==> src/design/mme_consts.svh <==
`ifndef MME_CONSTS_SVH
`define MME_CONSTS_SVH

// Region layout: base reset value, then offsets relative to the region base
`define MME_BASE_RST 32'h0003_0000
`define MME_HANDLER_OFS 32'h0000_8000
`define MME_SAVE_LO 32'h0000_FE00
`define MME_SAVE_HI 32'h0000_FFFF
`define MME_REGION_SIZE 32'h0001_0000
`define MME_ALIGN_MASK 32'h0000_7FFF

// Register port offsets
`define MME_REG_BASE 4'h0
`define MME_REG_CTRL 4'h4
`define MME_REG_STAT 4'h8

// Control register fields
`define MME_CTRL_LEGACY 0
`define MME_CTRL_RST 32'h0000_0000

// Restored state fields
`define MME_CR0_PE 0
`define MME_CR0_NW 29
`define MME_CR0_CD 30
`define MME_CR0_PG 31
`define MME_CR4_CTXID 17
`define MME_EFER_LMA 10
`define MME_CR4_RSVD 32'hFF80_0000

`endif

==> src/design/mme_pkg.sv <==
package mme_pkg;

  typedef logic [31:0] mme_word_t;

  typedef enum logic [1:0] {
    MME_REAL = 2'h0,
    MME_PROT = 2'h1,
    MME_V86 = 2'h2
  } mme_opmode_e;

  typedef enum logic [6:0] {
    ST_IDLE = 7'h01,
    ST_DRAIN = 7'h02,
    ST_SAVE = 7'h04,
    ST_HANDLER = 7'h08,
    ST_RESTORE = 7'h10,
    ST_CHECK = 7'h20,
    ST_SHUTDN = 7'h40
  } mme_state_e;

endpackage : mme_pkg

==> src/design/mme_chk_if.sv <==
`timescale 1ns/1ps
`default_nettype none

interface mme_chk_if;
  import mme_pkg::*;
  mme_word_t cr0;
  mme_word_t cr4;
  mme_word_t efer;
  mme_word_t base;
  logic legacy;
  logic bad;
  modport ctrl (output cr0, output cr4, output efer, output base, output legacy, input bad);
  modport chk (input cr0, input cr4, input efer, input base, input legacy, output bad);
endinterface : mme_chk_if

`default_nettype wire

==> src/design/mme_irq_sync.sv <==
`timescale 1ns/1ps
`default_nettype none

module mme_irq_sync (
  input wire logic CLK,
  input wire logic RESETN,
  input wire logic pin_n,
  input wire logic msg,
  input wire logic accept,
  input wire logic take,
  output logic pending
);
  logic s1_r;
  logic s2_r;
  logic s3_r;
  logic req;

  always_ff @(posedge CLK) begin
    if (!RESETN) begin
      s1_r <= 1'b1;
      s2_r <= 1'b1;
      s3_r <= 1'b1;
    end else begin
      s1_r <= pin_n;
      s2_r <= s1_r;
      s3_r <= s2_r;
    end
  end

  // Falling edge of the pin or a bus message
  assign req = (s3_r & ~s2_r) | msg;

  // Single latch: extra requests merge, set beats clear
  always_ff @(posedge CLK) begin
    if (!RESETN) begin
      pending <= 1'b0;
    end else if (accept && req) begin
      pending <= 1'b1;
    end else if (take) begin
      pending <= 1'b0;
    end
  end
endmodule : mme_irq_sync

`default_nettype wire

==> src/design/mme_restore_chk.sv <==
`timescale 1ns/1ps
`default_nettype none
`include "mme_consts.svh"

module mme_restore_chk (
  mme_chk_if.chk c
);
  import mme_pkg::*;

  function automatic logic cr0_bad(input mme_word_t v);
    cr0_bad = (v[`MME_CR0_PG] && !v[`MME_CR0_PE]) || (v[`MME_CR0_NW] && !v[`MME_CR0_CD]);
  endfunction : cr0_bad

  logic cr4_bad;
  logic ctx_bad;
  logic align_bad;

  assign cr4_bad = |(c.cr4 & `MME_CR4_RSVD);
  assign ctx_bad = c.cr4[`MME_CR4_CTXID] && !c.efer[`MME_EFER_LMA];
  assign align_bad = c.legacy && (|(c.base & `MME_ALIGN_MASK));
  assign c.bad = cr4_bad || cr0_bad(c.cr0) || ctx_bad || align_bad;
endmodule : mme_restore_chk

`default_nettype wire

==> src/design/mme_ctrl.sv <==
// The strobed register port and the register addresses are this design's own decisions.
`timescale 1ns/1ps
`default_nettype none
`include "mme_consts.svh"

// Operation
// - Take request only at instruction boundary
// - Drain retirement and stores before saving
// - Handler fetch starts at base plus 8000h
// - Context saved within base+FE00h..base+FFFFh
// - Region base resets to 30000h
// - Region is 64 KBytes from base
// - Mode accesses stay below 4 GBytes
// - Entry: acknowledge pulse, flag, active pin
// - Management request beats NMI, MASKABLE_IRQ_IN, debug
// - No nesting; latch one later request
// - Resume only in mode, else invalid opcode
// - Resume reloads saved image, then returns
// - Exit: acknowledge, flag off, pin released
// - Bad restored state: shutdown plus bus cycle
// - Reserved control-four bit means shutdown
// - Bad paging/protect or cache combos shut down
// - Context ids without long mode shut down
// - Legacy only: unaligned base shuts down
// - Shutdown waits reset/init/NMI, inhibits MASKABLE_IRQ_IN, ADDR_BIT20_MASK
// - Entry only via pin or bus message
// - Resume restores real/protected/v86 mode
module mme_ctrl #(
  parameter int PA_W = 36,
  parameter int NWORDS = 4
) (
  input wire logic CLK,
  input wire logic RESETN,
  input wire logic MGMT_IRQ_N,
  input wire logic APIC_MGMT_MSG,
  input wire logic INSN_BOUNDARY,
  input wire logic RETIRED_ALL,
  input wire logic STORES_DONE,
  input wire logic NMI_REQ,
  input wire logic MASKABLE_IRQ_IN_REQ,
  input wire logic DBG_REQ,
  input wire logic INIT_REQ,
  input wire logic RESUME_EXEC,
  input wire mme_pkg::mme_word_t CUR_CR0,
  input wire mme_pkg::mme_word_t CUR_CR4,
  input wire mme_pkg::mme_word_t CUR_EFER,
  input wire mme_pkg::mme_opmode_e CUR_MODE,
  input wire mme_pkg::mme_word_t MEM_RDATA,
  input wire logic MEM_ACK,
  input wire logic [3:0] REG_ADDR,
  input wire mme_pkg::mme_word_t REG_WDATA,
  input wire logic REG_WR,
  input wire logic REG_RD,
  output mme_pkg::mme_word_t REG_RDATA,
  output logic MEM_REQ,
  output logic MEM_WE,
  output logic [PA_W-1:0] MEM_ADDR,
  output mme_pkg::mme_word_t MEM_WDATA,
  output logic FETCH_REDIRECT,
  output logic [PA_W-1:0] FETCH_ADDR,
  output logic MGMT_ACTIVE_N,
  output logic MGMT_BUS_STATUS_FLAG,
  output logic MGMT_ACK_TRANSACTION,
  output logic [2:0] OTHER_GRANT,
  output logic INVALID_OPCODE_FAULT,
  output logic RESTORE_LOAD,
  output mme_pkg::mme_word_t RESTORE_CR0,
  output mme_pkg::mme_word_t RESTORE_CR4,
  output mme_pkg::mme_word_t RESTORE_EFER,
  output mme_pkg::mme_opmode_e RESTORE_MODE,
  output logic SHUTDOWN,
  output logic SHUTDOWN_CYCLE,
  output logic INHIBIT_MASKABLE_IRQ_IN,
  output logic INHIBIT_ADDR_BIT20_MASK
);
  import mme_pkg::*;

  localparam int IW = $clog2(NWORDS);

  mme_state_e st_r;
  mme_state_e st_nxt;
  logic [IW-1:0] idx_r;
  logic [IW-1:0] idx_nxt;
  mme_word_t base_r;
  mme_word_t ctrl_r;
  mme_word_t snap_cr0_r;
  mme_word_t snap_cr4_r;
  mme_word_t snap_efer_r;
  mme_opmode_e snap_mode_r;
  logic in_mode_r;
  logic in_mode_nxt;
  logic pend;
  logic accept;
  logic take_smi;
  logic last;
  logic drained;
  logic enter;
  logic resume_ok;
  logic resume_bad;
  logic leave_shut;

  mme_chk_if chk ();

  function automatic mme_word_t save_addr(input mme_word_t b, input logic [IW-1:0] i);
    save_addr = b + `MME_SAVE_LO + 32'({i, 2'b00});
  endfunction : save_addr

  // Zero-extend: nothing above 4 GBytes is reachable in mode
  function automatic logic [PA_W-1:0] phys(input mme_word_t a);
    phys = {{(PA_W-32){1'b0}}, a};
  endfunction : phys

  function automatic mme_word_t ctx_word(input logic [IW-1:0] i, input mme_word_t c0,
                                         input mme_word_t c4, input mme_word_t ef,
                                         input mme_opmode_e m);
    case (i)
      0: ctx_word = c0;
      1: ctx_word = c4;
      2: ctx_word = ef;
      default: ctx_word = 32'({m});
    endcase
  endfunction : ctx_word

  // Requests seen during drain, save or shutdown are not latched and are lost
  assign accept = (st_r == ST_IDLE) || (st_r == ST_HANDLER) ||
                  (st_r == ST_RESTORE) || (st_r == ST_CHECK);

  mme_irq_sync u_sync (
    .CLK(CLK),
    .RESETN(RESETN),
    .pin_n(MGMT_IRQ_N),
    .msg(APIC_MGMT_MSG),
    .accept(accept),
    .take(take_smi),
    .pending(pend)
  );

  assign chk.cr0 = RESTORE_CR0;
  assign chk.cr4 = RESTORE_CR4;
  assign chk.efer = RESTORE_EFER;
  assign chk.base = base_r;
  assign chk.legacy = ctrl_r[`MME_CTRL_LEGACY];

  mme_restore_chk u_chk (
    .c(chk.chk)
  );

  assign take_smi = (st_r == ST_IDLE) && INSN_BOUNDARY && pend;
  assign drained = RETIRED_ALL && STORES_DONE;
  assign last = (idx_r == IW'(NWORDS - 1));
  assign enter = (st_r == ST_SAVE) && MEM_ACK && last;
  assign resume_ok = (st_r == ST_CHECK) && !chk.bad;
  assign resume_bad = (st_r == ST_CHECK) && chk.bad;
  assign leave_shut = (st_r == ST_SHUTDN) && (NMI_REQ || INIT_REQ);

  always_comb begin
    st_nxt = st_r;
    unique case (st_r)
      ST_IDLE: begin
        if (take_smi) st_nxt = ST_DRAIN;
      end
      ST_DRAIN: begin
        if (drained) st_nxt = ST_SAVE;
      end
      ST_SAVE: begin
        if (MEM_ACK && last) st_nxt = ST_HANDLER;
      end
      ST_HANDLER: begin
        if (RESUME_EXEC) st_nxt = ST_RESTORE;
      end
      ST_RESTORE: begin
        if (MEM_ACK && last) st_nxt = ST_CHECK;
      end
      ST_CHECK: begin
        st_nxt = chk.bad ? ST_SHUTDN : ST_IDLE;
      end
      ST_SHUTDN: begin
        if (NMI_REQ || INIT_REQ) st_nxt = ST_IDLE;
      end
      default: st_nxt = ST_IDLE;
    endcase
  end

  always_ff @(posedge CLK) begin
    if (!RESETN) begin
      st_r <= ST_IDLE;
    end else begin
      st_r <= st_nxt;
    end
  end

  always_comb begin
    idx_nxt = idx_r;
    if (st_r != st_nxt) begin
      idx_nxt = '0;
    end else if (MEM_ACK && !last) begin
      idx_nxt = idx_r + 1'b1;
    end
  end

  always_ff @(posedge CLK) begin
    if (!RESETN) begin
      idx_r <= '0;
    end else begin
      idx_r <= idx_nxt;
    end
  end

  // Snapshot at the drained boundary, so the image is the interrupted program
  always_ff @(posedge CLK) begin
    if (!RESETN) begin
      snap_cr0_r <= '0;
      snap_cr4_r <= '0;
      snap_efer_r <= '0;
      snap_mode_r <= MME_REAL;
    end else if ((st_r == ST_DRAIN) && drained) begin
      snap_cr0_r <= CUR_CR0;
      snap_cr4_r <= CUR_CR4;
      snap_efer_r <= CUR_EFER;
      snap_mode_r <= CUR_MODE;
    end
  end

  // Request held through the save and restore states; one word per acknowledge
  always_ff @(posedge CLK) begin
    if (!RESETN) begin
      MEM_REQ <= 1'b0;
      MEM_WE <= 1'b0;
      MEM_ADDR <= '0;
      MEM_WDATA <= '0;
    end else begin
      MEM_REQ <= (st_nxt == ST_SAVE) || (st_nxt == ST_RESTORE);
      MEM_WE <= (st_nxt == ST_SAVE);
      MEM_ADDR <= phys(save_addr(base_r, idx_nxt));
      MEM_WDATA <= ctx_word(idx_nxt, snap_cr0_r, snap_cr4_r, snap_efer_r, snap_mode_r);
    end
  end

  always_ff @(posedge CLK) begin
    if (!RESETN) begin
      RESTORE_CR0 <= '0;
      RESTORE_CR4 <= '0;
      RESTORE_EFER <= '0;
      RESTORE_MODE <= MME_REAL;
    end else if ((st_r == ST_RESTORE) && MEM_ACK) begin
      case (idx_r)
        0: RESTORE_CR0 <= MEM_RDATA;
        1: RESTORE_CR4 <= MEM_RDATA;
        2: RESTORE_EFER <= MEM_RDATA;
        default: RESTORE_MODE <= mme_opmode_e'(MEM_RDATA[1:0]);
      endcase
    end
  end

  always_ff @(posedge CLK) begin
    if (!RESETN) begin
      RESTORE_LOAD <= 1'b0;
    end else begin
      RESTORE_LOAD <= resume_ok;
    end
  end

  always_comb begin
    in_mode_nxt = in_mode_r;
    if (enter) begin
      in_mode_nxt = 1'b1;
    end else if (resume_ok || leave_shut) begin
      in_mode_nxt = 1'b0;
    end
  end

  // Pin and flag are copies of the one mode bit
  always_ff @(posedge CLK) begin
    if (!RESETN) begin
      in_mode_r <= 1'b0;
      MGMT_ACTIVE_N <= 1'b1;
      MGMT_BUS_STATUS_FLAG <= 1'b0;
      MGMT_ACK_TRANSACTION <= 1'b0;
    end else begin
      in_mode_r <= in_mode_nxt;
      MGMT_ACTIVE_N <= !in_mode_nxt;
      MGMT_BUS_STATUS_FLAG <= in_mode_nxt;
      MGMT_ACK_TRANSACTION <= enter || resume_ok;
    end
  end

  always_ff @(posedge CLK) begin
    if (!RESETN) begin
      FETCH_REDIRECT <= 1'b0;
      FETCH_ADDR <= '0;
    end else begin
      FETCH_REDIRECT <= enter;
      if (enter) FETCH_ADDR <= phys(base_r + `MME_HANDLER_OFS);
    end
  end

  // Lower-priority events lose the boundary to a pending request
  always_ff @(posedge CLK) begin
    if (!RESETN) begin
      OTHER_GRANT <= 3'h0;
    end else if (leave_shut && NMI_REQ) begin
      OTHER_GRANT <= 3'h1;
    end else if ((st_r == ST_IDLE) && INSN_BOUNDARY && !pend) begin
      OTHER_GRANT <= NMI_REQ ? 3'h1 : DBG_REQ ? 3'h2 : MASKABLE_IRQ_IN_REQ ? 3'h4 : 3'h0;
    end else begin
      OTHER_GRANT <= 3'h0;
    end
  end

  always_ff @(posedge CLK) begin
    if (!RESETN) begin
      INVALID_OPCODE_FAULT <= 1'b0;
    end else begin
      INVALID_OPCODE_FAULT <= RESUME_EXEC && !in_mode_r;
    end
  end

  always_ff @(posedge CLK) begin
    if (!RESETN) begin
      SHUTDOWN <= 1'b0;
      SHUTDOWN_CYCLE <= 1'b0;
      INHIBIT_MASKABLE_IRQ_IN <= 1'b0;
      INHIBIT_ADDR_BIT20_MASK <= 1'b0;
    end else begin
      SHUTDOWN <= (st_nxt == ST_SHUTDN);
      SHUTDOWN_CYCLE <= resume_bad;
      INHIBIT_MASKABLE_IRQ_IN <= (st_nxt == ST_SHUTDN);
      INHIBIT_ADDR_BIT20_MASK <= (st_nxt == ST_SHUTDN);
    end
  end

  always_ff @(posedge CLK) begin
    if (!RESETN) begin
      base_r <= `MME_BASE_RST;
      ctrl_r <= `MME_CTRL_RST;
    end else if (REG_WR) begin
      if (REG_ADDR == `MME_REG_BASE) base_r <= REG_WDATA;
      if (REG_ADDR == `MME_REG_CTRL) ctrl_r <= REG_WDATA & 32'h0000_0001;
    end
  end

  always_ff @(posedge CLK) begin
    if (!RESETN) begin
      REG_RDATA <= '0;
    end else if (REG_RD) begin
      unique case (REG_ADDR)
        `MME_REG_BASE: REG_RDATA <= base_r;
        `MME_REG_CTRL: REG_RDATA <= ctrl_r;
        `MME_REG_STAT: REG_RDATA <= {22'h0, st_r, SHUTDOWN, pend, in_mode_r};
        default: REG_RDATA <= '0;
      endcase
    end else begin
      REG_RDATA <= '0;
    end
  end
endmodule : mme_ctrl

`default_nettype wire

==> config.mk <==
export PLATFORM = sky130hd
export DESIGN_NAME = mme_ctrl
export DESIGN_NICKNAME = d
export VERILOG_FILES = /design/src/design/mme_pkg.sv /design/src/design/mme_chk_if.sv /design/src/design/mme_irq_sync.sv /design/src/design/mme_restore_chk.sv /design/src/design/mme_ctrl.sv
export VERILOG_INCLUDE_DIRS = /design/src /design/src/design
export SDC_FILE = /design/constraint.sdc
export NUM_CORES = 1
export LEC_CHECK = 0
export ABC_AREA = 0
export BUFFER_PORTS_ARGS = -buffer_cell sky130_fd_sc_hd__buf_2
export CAP_MARGIN = 20
export CORE_ASPECT_RATIO = 1.1
export CORE_MARGIN = 4
export CORE_UTILIZATION = 47
export DETAILED_ROUTE_END_ITERATION = 16
export GPL_TIMING_DRIVEN = 0
export PLACE_DENSITY = 0.77
export SLEW_MARGIN = 15
export SYNTH_ARGS = -nofsm -noshare
export SYNTH_HDL_FRONTEND = slang
export SYNTH_SLANG_ARGS = --single-unit
==> constraint.sdc <==
create_clock -name CLK -period 4 [get_ports CLK]
set_input_delay 0.6 -clock CLK [delete_from_list [all_inputs] [get_ports CLK]]
set_output_delay 0.6 -clock CLK [all_outputs]
set_load 0.05 [all_outputs]
# Word level (Yosys, flattened, before mapping)
# Index checks and enable logic that the tools add are counted.
# classes
reduce_logical	55
bitwise	6
n_eq_ne	18
mux	21
add_sub_neg	4
# ops
op	count
case mux 32 bit (3 select lines)	2
adder 32 x 16 -> 32 bit (second input constant)	2
2-to-1 mux 7 bit	7
case mux 7 bit (7 select lines)	1
adder 32 x 4 -> 32 bit	1
logical AND 1 bit	20
OR reduction 15 bit	1
== test 7 x 3 -> 1 bit (second input constant)	2
== test 7 x 5 -> 1 bit (second input constant)	2
== test 7 bit (second input constant)	2
AND reduction 2 bit	7
logical OR 1 bit	11
OR reduction 9 bit	1
zero test 1 bit	8
== test 7 x 1 -> 1 bit (second input constant)	1
== test 7 x 2 -> 1 bit (second input constant)	1
== test 7 x 4 -> 1 bit (second input constant)	1
== test 7 x 6 -> 1 bit (second input constant)	1
2-to-1 mux 1 bit	7
!= test 7 bit	1
== test 2 bit (second input constant)	3
2-to-1 mux 2 bit	3
OR reduction 5 bit	1
== test 2 x 1 -> 1 bit (second input constant)	2
12 further kinds	16
# totals
output_inout_bits	249
ff_bits	387
in_bits	181

# Longest topological paths before layout
# depth
word_depth	12
mapped_depth	16
depth_no_buf	14

# Hierarchy
# From an unflattened synthesis, not the netlist that was laid out.
# hier_totals
cells_unflattened	1805
area_unflattened_um2	14675.3
# modules_own_cells
module	n_inst	area_each_um2	cells_per_inst
mme_ctrl	1	14447.6	1778
mme_irq_sync	1	126.4	12
mme_restore_chk	1	101.3	15

# Worst setup path before layout
# OpenSTA, ideal clock, no wires.
# synth_path
path_type	flip-flop to flip-flop
from	register st_r[6]
to	register MEM_ADDR[28]
required_ns	3.872
path_slack_ns	0.253
setup_time_ns	0.128
path_stages_with_launch	17
path_buffers	3
arrival_ns	3.620
synth_period_minus_slack_ns	3.747
cell_sequence	dfxtp_1 clkbuf_8 or2_2 o41a_2 a21oi_1 o2111ai_2 buf_6 buf_12 nor2_1 ha_1 inv_1 fa_1 nor3_1 o311ai_4 nor4_1 xnor2_1 nor2_1
# synth_between
elab_chain_len	8
elab_cells_between_ends	19
# synth_rtl
element	line_no	rtl
start: declaration	mme_ctrl.sv:80	mme_state_e st_r;
start signal: assignment	mme_ctrl.sv:188	st_r <= st_nxt;
== test 7 x 1 -> 1 bit	mme_ctrl.sv:148, mme_ctrl.sv:158	
logical AND 1 bit (2 in series)	mme_ctrl.sv:148	assign take_smi = (st_r == ST_IDLE) && INSN_BOUNDARY && pend;
2-to-1 mux 7 bit	mme_ctrl.sv:160	if (take_smi) st_nxt = ST_DRAIN;
case mux 7 bit (7 select lines)	mme_ctrl.sv:158	unique case (st_r)
!= test 7 bit (*)	mme_ctrl.sv:194	if (st_r != st_nxt) begin
2-to-1 mux 2 bit (*)	mme_ctrl.sv:194	
via idx_nxt[0]	mme_ctrl.sv:83	logic [IW-1:0] idx_nxt;
adder 32 x 4 -> 32 bit (*)	mme_ctrl.sv:105	save_addr = b + `MME_SAVE_LO + 32'({i, 2'b00});
end signal: assignment	mme_ctrl.sv:234	MEM_ADDR <= phys(save_addr(base_r, idx_nxt));
end: declaration	mme_ctrl.sv:57	output logic [PA_W-1:0] MEM_ADDR,
# The timed path passes the listed nets; every way through them passes the cells marked *.
# A chain may end at the register's enable or synchronous reset.

# Final worst setup path
# layout_path
from	register st_r[6]
to	register MEM_ADDR[20]
# Same word-level chain as after synthesis.

==> reports/metrics.cfg <==
[sta]
finalCritPeriodShare=0.9874
maxSlewHeadroom=0.3847
finalMaxSlewViolations=0
max_slew.worst_pin.slew_ps=923.0
finalHoldViolations=0
setup_violations=0
finalSetupTns_ps=0
fin_skew_ps=18.09
fmax_ghz=0.2532
finalCriticalPeriod_ps=3950

[floorplanning]
initial_utilization=0.4767
pin_count=430
die_w_um=175.5
row_count=67
fp.dieArea_mm2=0.03375
die_y_um=192.3
coreArea_mm2=0.03043

[clocking]
cts_buffers=39
cts_hold_buf=0
cts.sinks=383
clock_latency_ps=530
cts_tree=done
root_buffer=clkbuf_16
htree_levels=2
clk_pin_slew_ps=60
clockBufferDepth=3

[pwr]
peakVddDrop_uv=340.2
comb_power_share=0.077
p_leak_nw=7.611
switching_share=0.2396
p_int_mw=6.138
powerDensity_mw_per_mm2=431.5
p_clk_frac=0.445
power_switching_mw=1.934
p_total_mw=8.071
seqPwrFrac=0.479

[synth]
synth_simple_gate_area_frac=0.2151
synth_fa_ha_area_frac=0.008279
yosys_warnings=0
synth-compound-area-share=0.1646
synthCells=1768
synth_area_per_cell_um2=8.206
synth_seq_cells=383
seq_area_frac_synth=0.5285
ys_types=66
synthFlopType=dfxtp_1
synth-xor-area-share=0.02536
synth-edff-count=0
async_reset_ff_frac=0
synth_top_family_by_area=simple AND/OR/NAND/NOR gates
synth_mux_area_frac=0.005002
netlist_area_mm2=0.01451

[setup_path]
critPathMaxFanout=10
cpPeakStageDelay_ps=470
crit_chain=clkbuf_8 > or2_4 > o41a_2 > a21oi_4 > o2111ai_4 > buf_6 > buf_12 > nor2_4 > ha_2 > inv_1 > fa_2 > nor3_4 > o311ai_4 > buf_6 > or3_1 > a21oi_1
start_kind=register
cp_common_cell=buf_6
critical_path_arrival_ps=4400
required_ps=4450
worst-setup-path-type=reg -> reg
end_kind=register
r2r_cells=16
critical-path-slowest-cell=o41a_2

[drt]
vias_per_cell=5.311
vias=14367
route.detailed.drc=0
dr.pass1.iters=5
drt_iter0_markers=1112
drt_wl_total_um=48000
drt.antenna.violating_nets=0
wl_per_cell_um=17.74

[job]
drv_cap=0

[placed_design]
place.gp.congestion=0.9103
hpwlAfterDp_um=35770
io_buffers=421

[finish]
syn2layout_area_growth_pct=28.93
drive_gt1_frac=0.2505
nets=2440

[global_route]
grt_pass1_vias=13419
grt_max_degree=15
gr-usage-all-layers=0.2646
grt_pass1_wl_um=71430
grt-ovfl-total=0
antenna_found_initial=14

[hold_path]
hold_class=in -> reg
whs_path_depth=2

[outcome]
outcome=finished, final reports clean

-- state kept, by name (all words and copies together), names as in the netlist, 2 cells and up --
signal,flops
FETCH_ADDR,32
MEM_ADDR,32
MEM_WDATA,32
OTHER_GRANT,3
REG_RDATA,32
RESTORE_CR0,32
RESTORE_CR4,32
RESTORE_EFER,32
RESTORE_MODE,2
base_r,32
idx_r,2
snap_cr0_r,32
snap_cr4_r,32
snap_efer_r,32
snap_mode_r,2
st_r,7
-- Yosys cell counts (3+ instances only) --
cell,number,area [um2]
buf_1,3,11.26
nor3b_1,3,22.52
a22oi_1,11,82.58
o21ai_2,3,26.28
nand2_1,538,2019
nor2_1,86,322.8
a21oi_1,288,1441
a211oi_1,18,135.1
or3_1,10,62.56
a22o_2,6,60.06
nor4_1,8,50.05
buf_4,10,75.07
buf_2,12,60.06
clkbuf_1,110,412.9
nand3_1,11,55.05
dfxtp_1,383,7667
nand2b_1,4,25.02
nand4_1,7,43.79
clkbuf_8,7,96.34
mux2i_1,5,50.05
xor2_1,15,131.4
o21ai_1,6,30.03
a22o_1,24,210.2
xnor2_1,27,236.5
and3_1,5,31.28
o211ai_1,3,22.52
ha_1,8,100.1
o21ai_0,39,195.2
or2_2,3,18.77
and2_1,30,187.7
nor3_1,24,120.1
nor2b_1,3,18.77
inv_1,15,56.30
-- critical path, delay by kind of cell, from the launching register on --
| kind | cells | cell delay [ps] |
|---|---|---|
| and+or+nand+nor | 4 | 970 |
| adders and majority gates | 2 | 580 |
| buffers and inverters | 5 | 790 |
| AOI/OAI and AO/OA | 5 | 1220 |
| DFF | 1 | 310 |
-- worst paths after layout --
check | start | end | slack (ps)
hold / removal | MGMT_IRQ_N | u_sync.s1_r | 250
hold reg to reg | u_sync.s1_r | u_sync.s2_r | 420
setup / recovery | st_r[6] | MEM_ADDR[20] | 50
setup reg to reg | st_r[6] | MEM_ADDR[20] | 50
-- repair_timing --
| action | 4_1_cts | 5_1_grt |
|---|---|---|
| setup endpoints to repair | 19 | 13 |
| gates resized for setup | 9 | 20 |
| buffers inserted | 3 | 9 |
| pin swaps | 2 | 5 |
-- cell families (layout without fill, tap and decap cells) --
group	after synthesis	in the layout
other cells	1	20
fa+ha+maj	9	9
simple gates	747	747
flops	383	383
xor+xnor	42	42
mux	7	7
buf+inv	163	667
compound gates	416	416
-- layout make-up --
| class | instances | area, um2 |
|---|---|---|
| Antenna cell | 12 | 30.03 |
| Buffer | 147 | 708.2 |
| Clock buffer | 55 | 1086 |
| Clock inverter | 15 | 170.2 |
| Fill cell | 2651 | 11730 |
| Inverter | 16 | 60.06 |
| Multi-Input combinational cell | 1229 | 6245 |
| Sequential cell | 383 | 7667 |
| Tap cell | 414 | 518.0 |
| Timing Repair Buffer | 434 | 2221 |
-- layout by cell type, fill, tap and decap left out, types with 9 or more instances in the layout --
cell	count
xor2_1	15
clkbuf_16	39
a211oi_1	18
diode_2	12
xnor2_1	27
buf_2	433
buf_4	21
inv_1	15
a21oi_1	287
nor2_1	84
clkbuf_8	12
and2_1	30
o21ai_0	39
a22oi_1	11
a22o_1	24
clkbuf_1	121
dfxtp_1	383
nand3_1	9
or3_1	10
nand2_1	538
nor3_1	22
-- power by group through the flow --
stage | registers [mW] | clock network [mW] | logic (mW)
after CTS | 3.86 | 3.63 | 0.582
after detailed placement | 3.95 | 0 | 0.577
final | 3.86 | 3.59 | 0.618
after floorplan | 4.00 | 0 | 0.275
after global placement | 3.95 | 0 | 0.570
after global routing | 3.86 | 3.81 | 0.660
-- routing by layer --
metal  GRT usage  share of wire  vias up
met5           0        0.00044        -
met4      0.1401          0.053        4
met3     0.05349          0.084      161
met2      0.4456           0.48      722
met1      0.3215           0.38     6665
li1            -              -     6815
-- per-stage QoR --
stage / area, um2 / hold slack, ps / utilization / setup slack, ps / cells
6_report: 18710 / 251.0 / 0.6147 / 50.20 / 2705
5_1_grt: 18710 / 247.4 / 0.6147 / -38.47 / 2705
4_1_cts: 18510 / 236.5 / 0.6082 / 6.673 / 2684
3_5_place_dp: 17180 / 396.9 / 0.5645 / -715.2 / 2611
3_3_place_gp: 17160 / 393.6 / 0.5639 / -663.6 / 2610
2_1_floorplan: 14530 / 386.3 / - / 252.7 / 1775
Power figures use the tool's default switching activity.
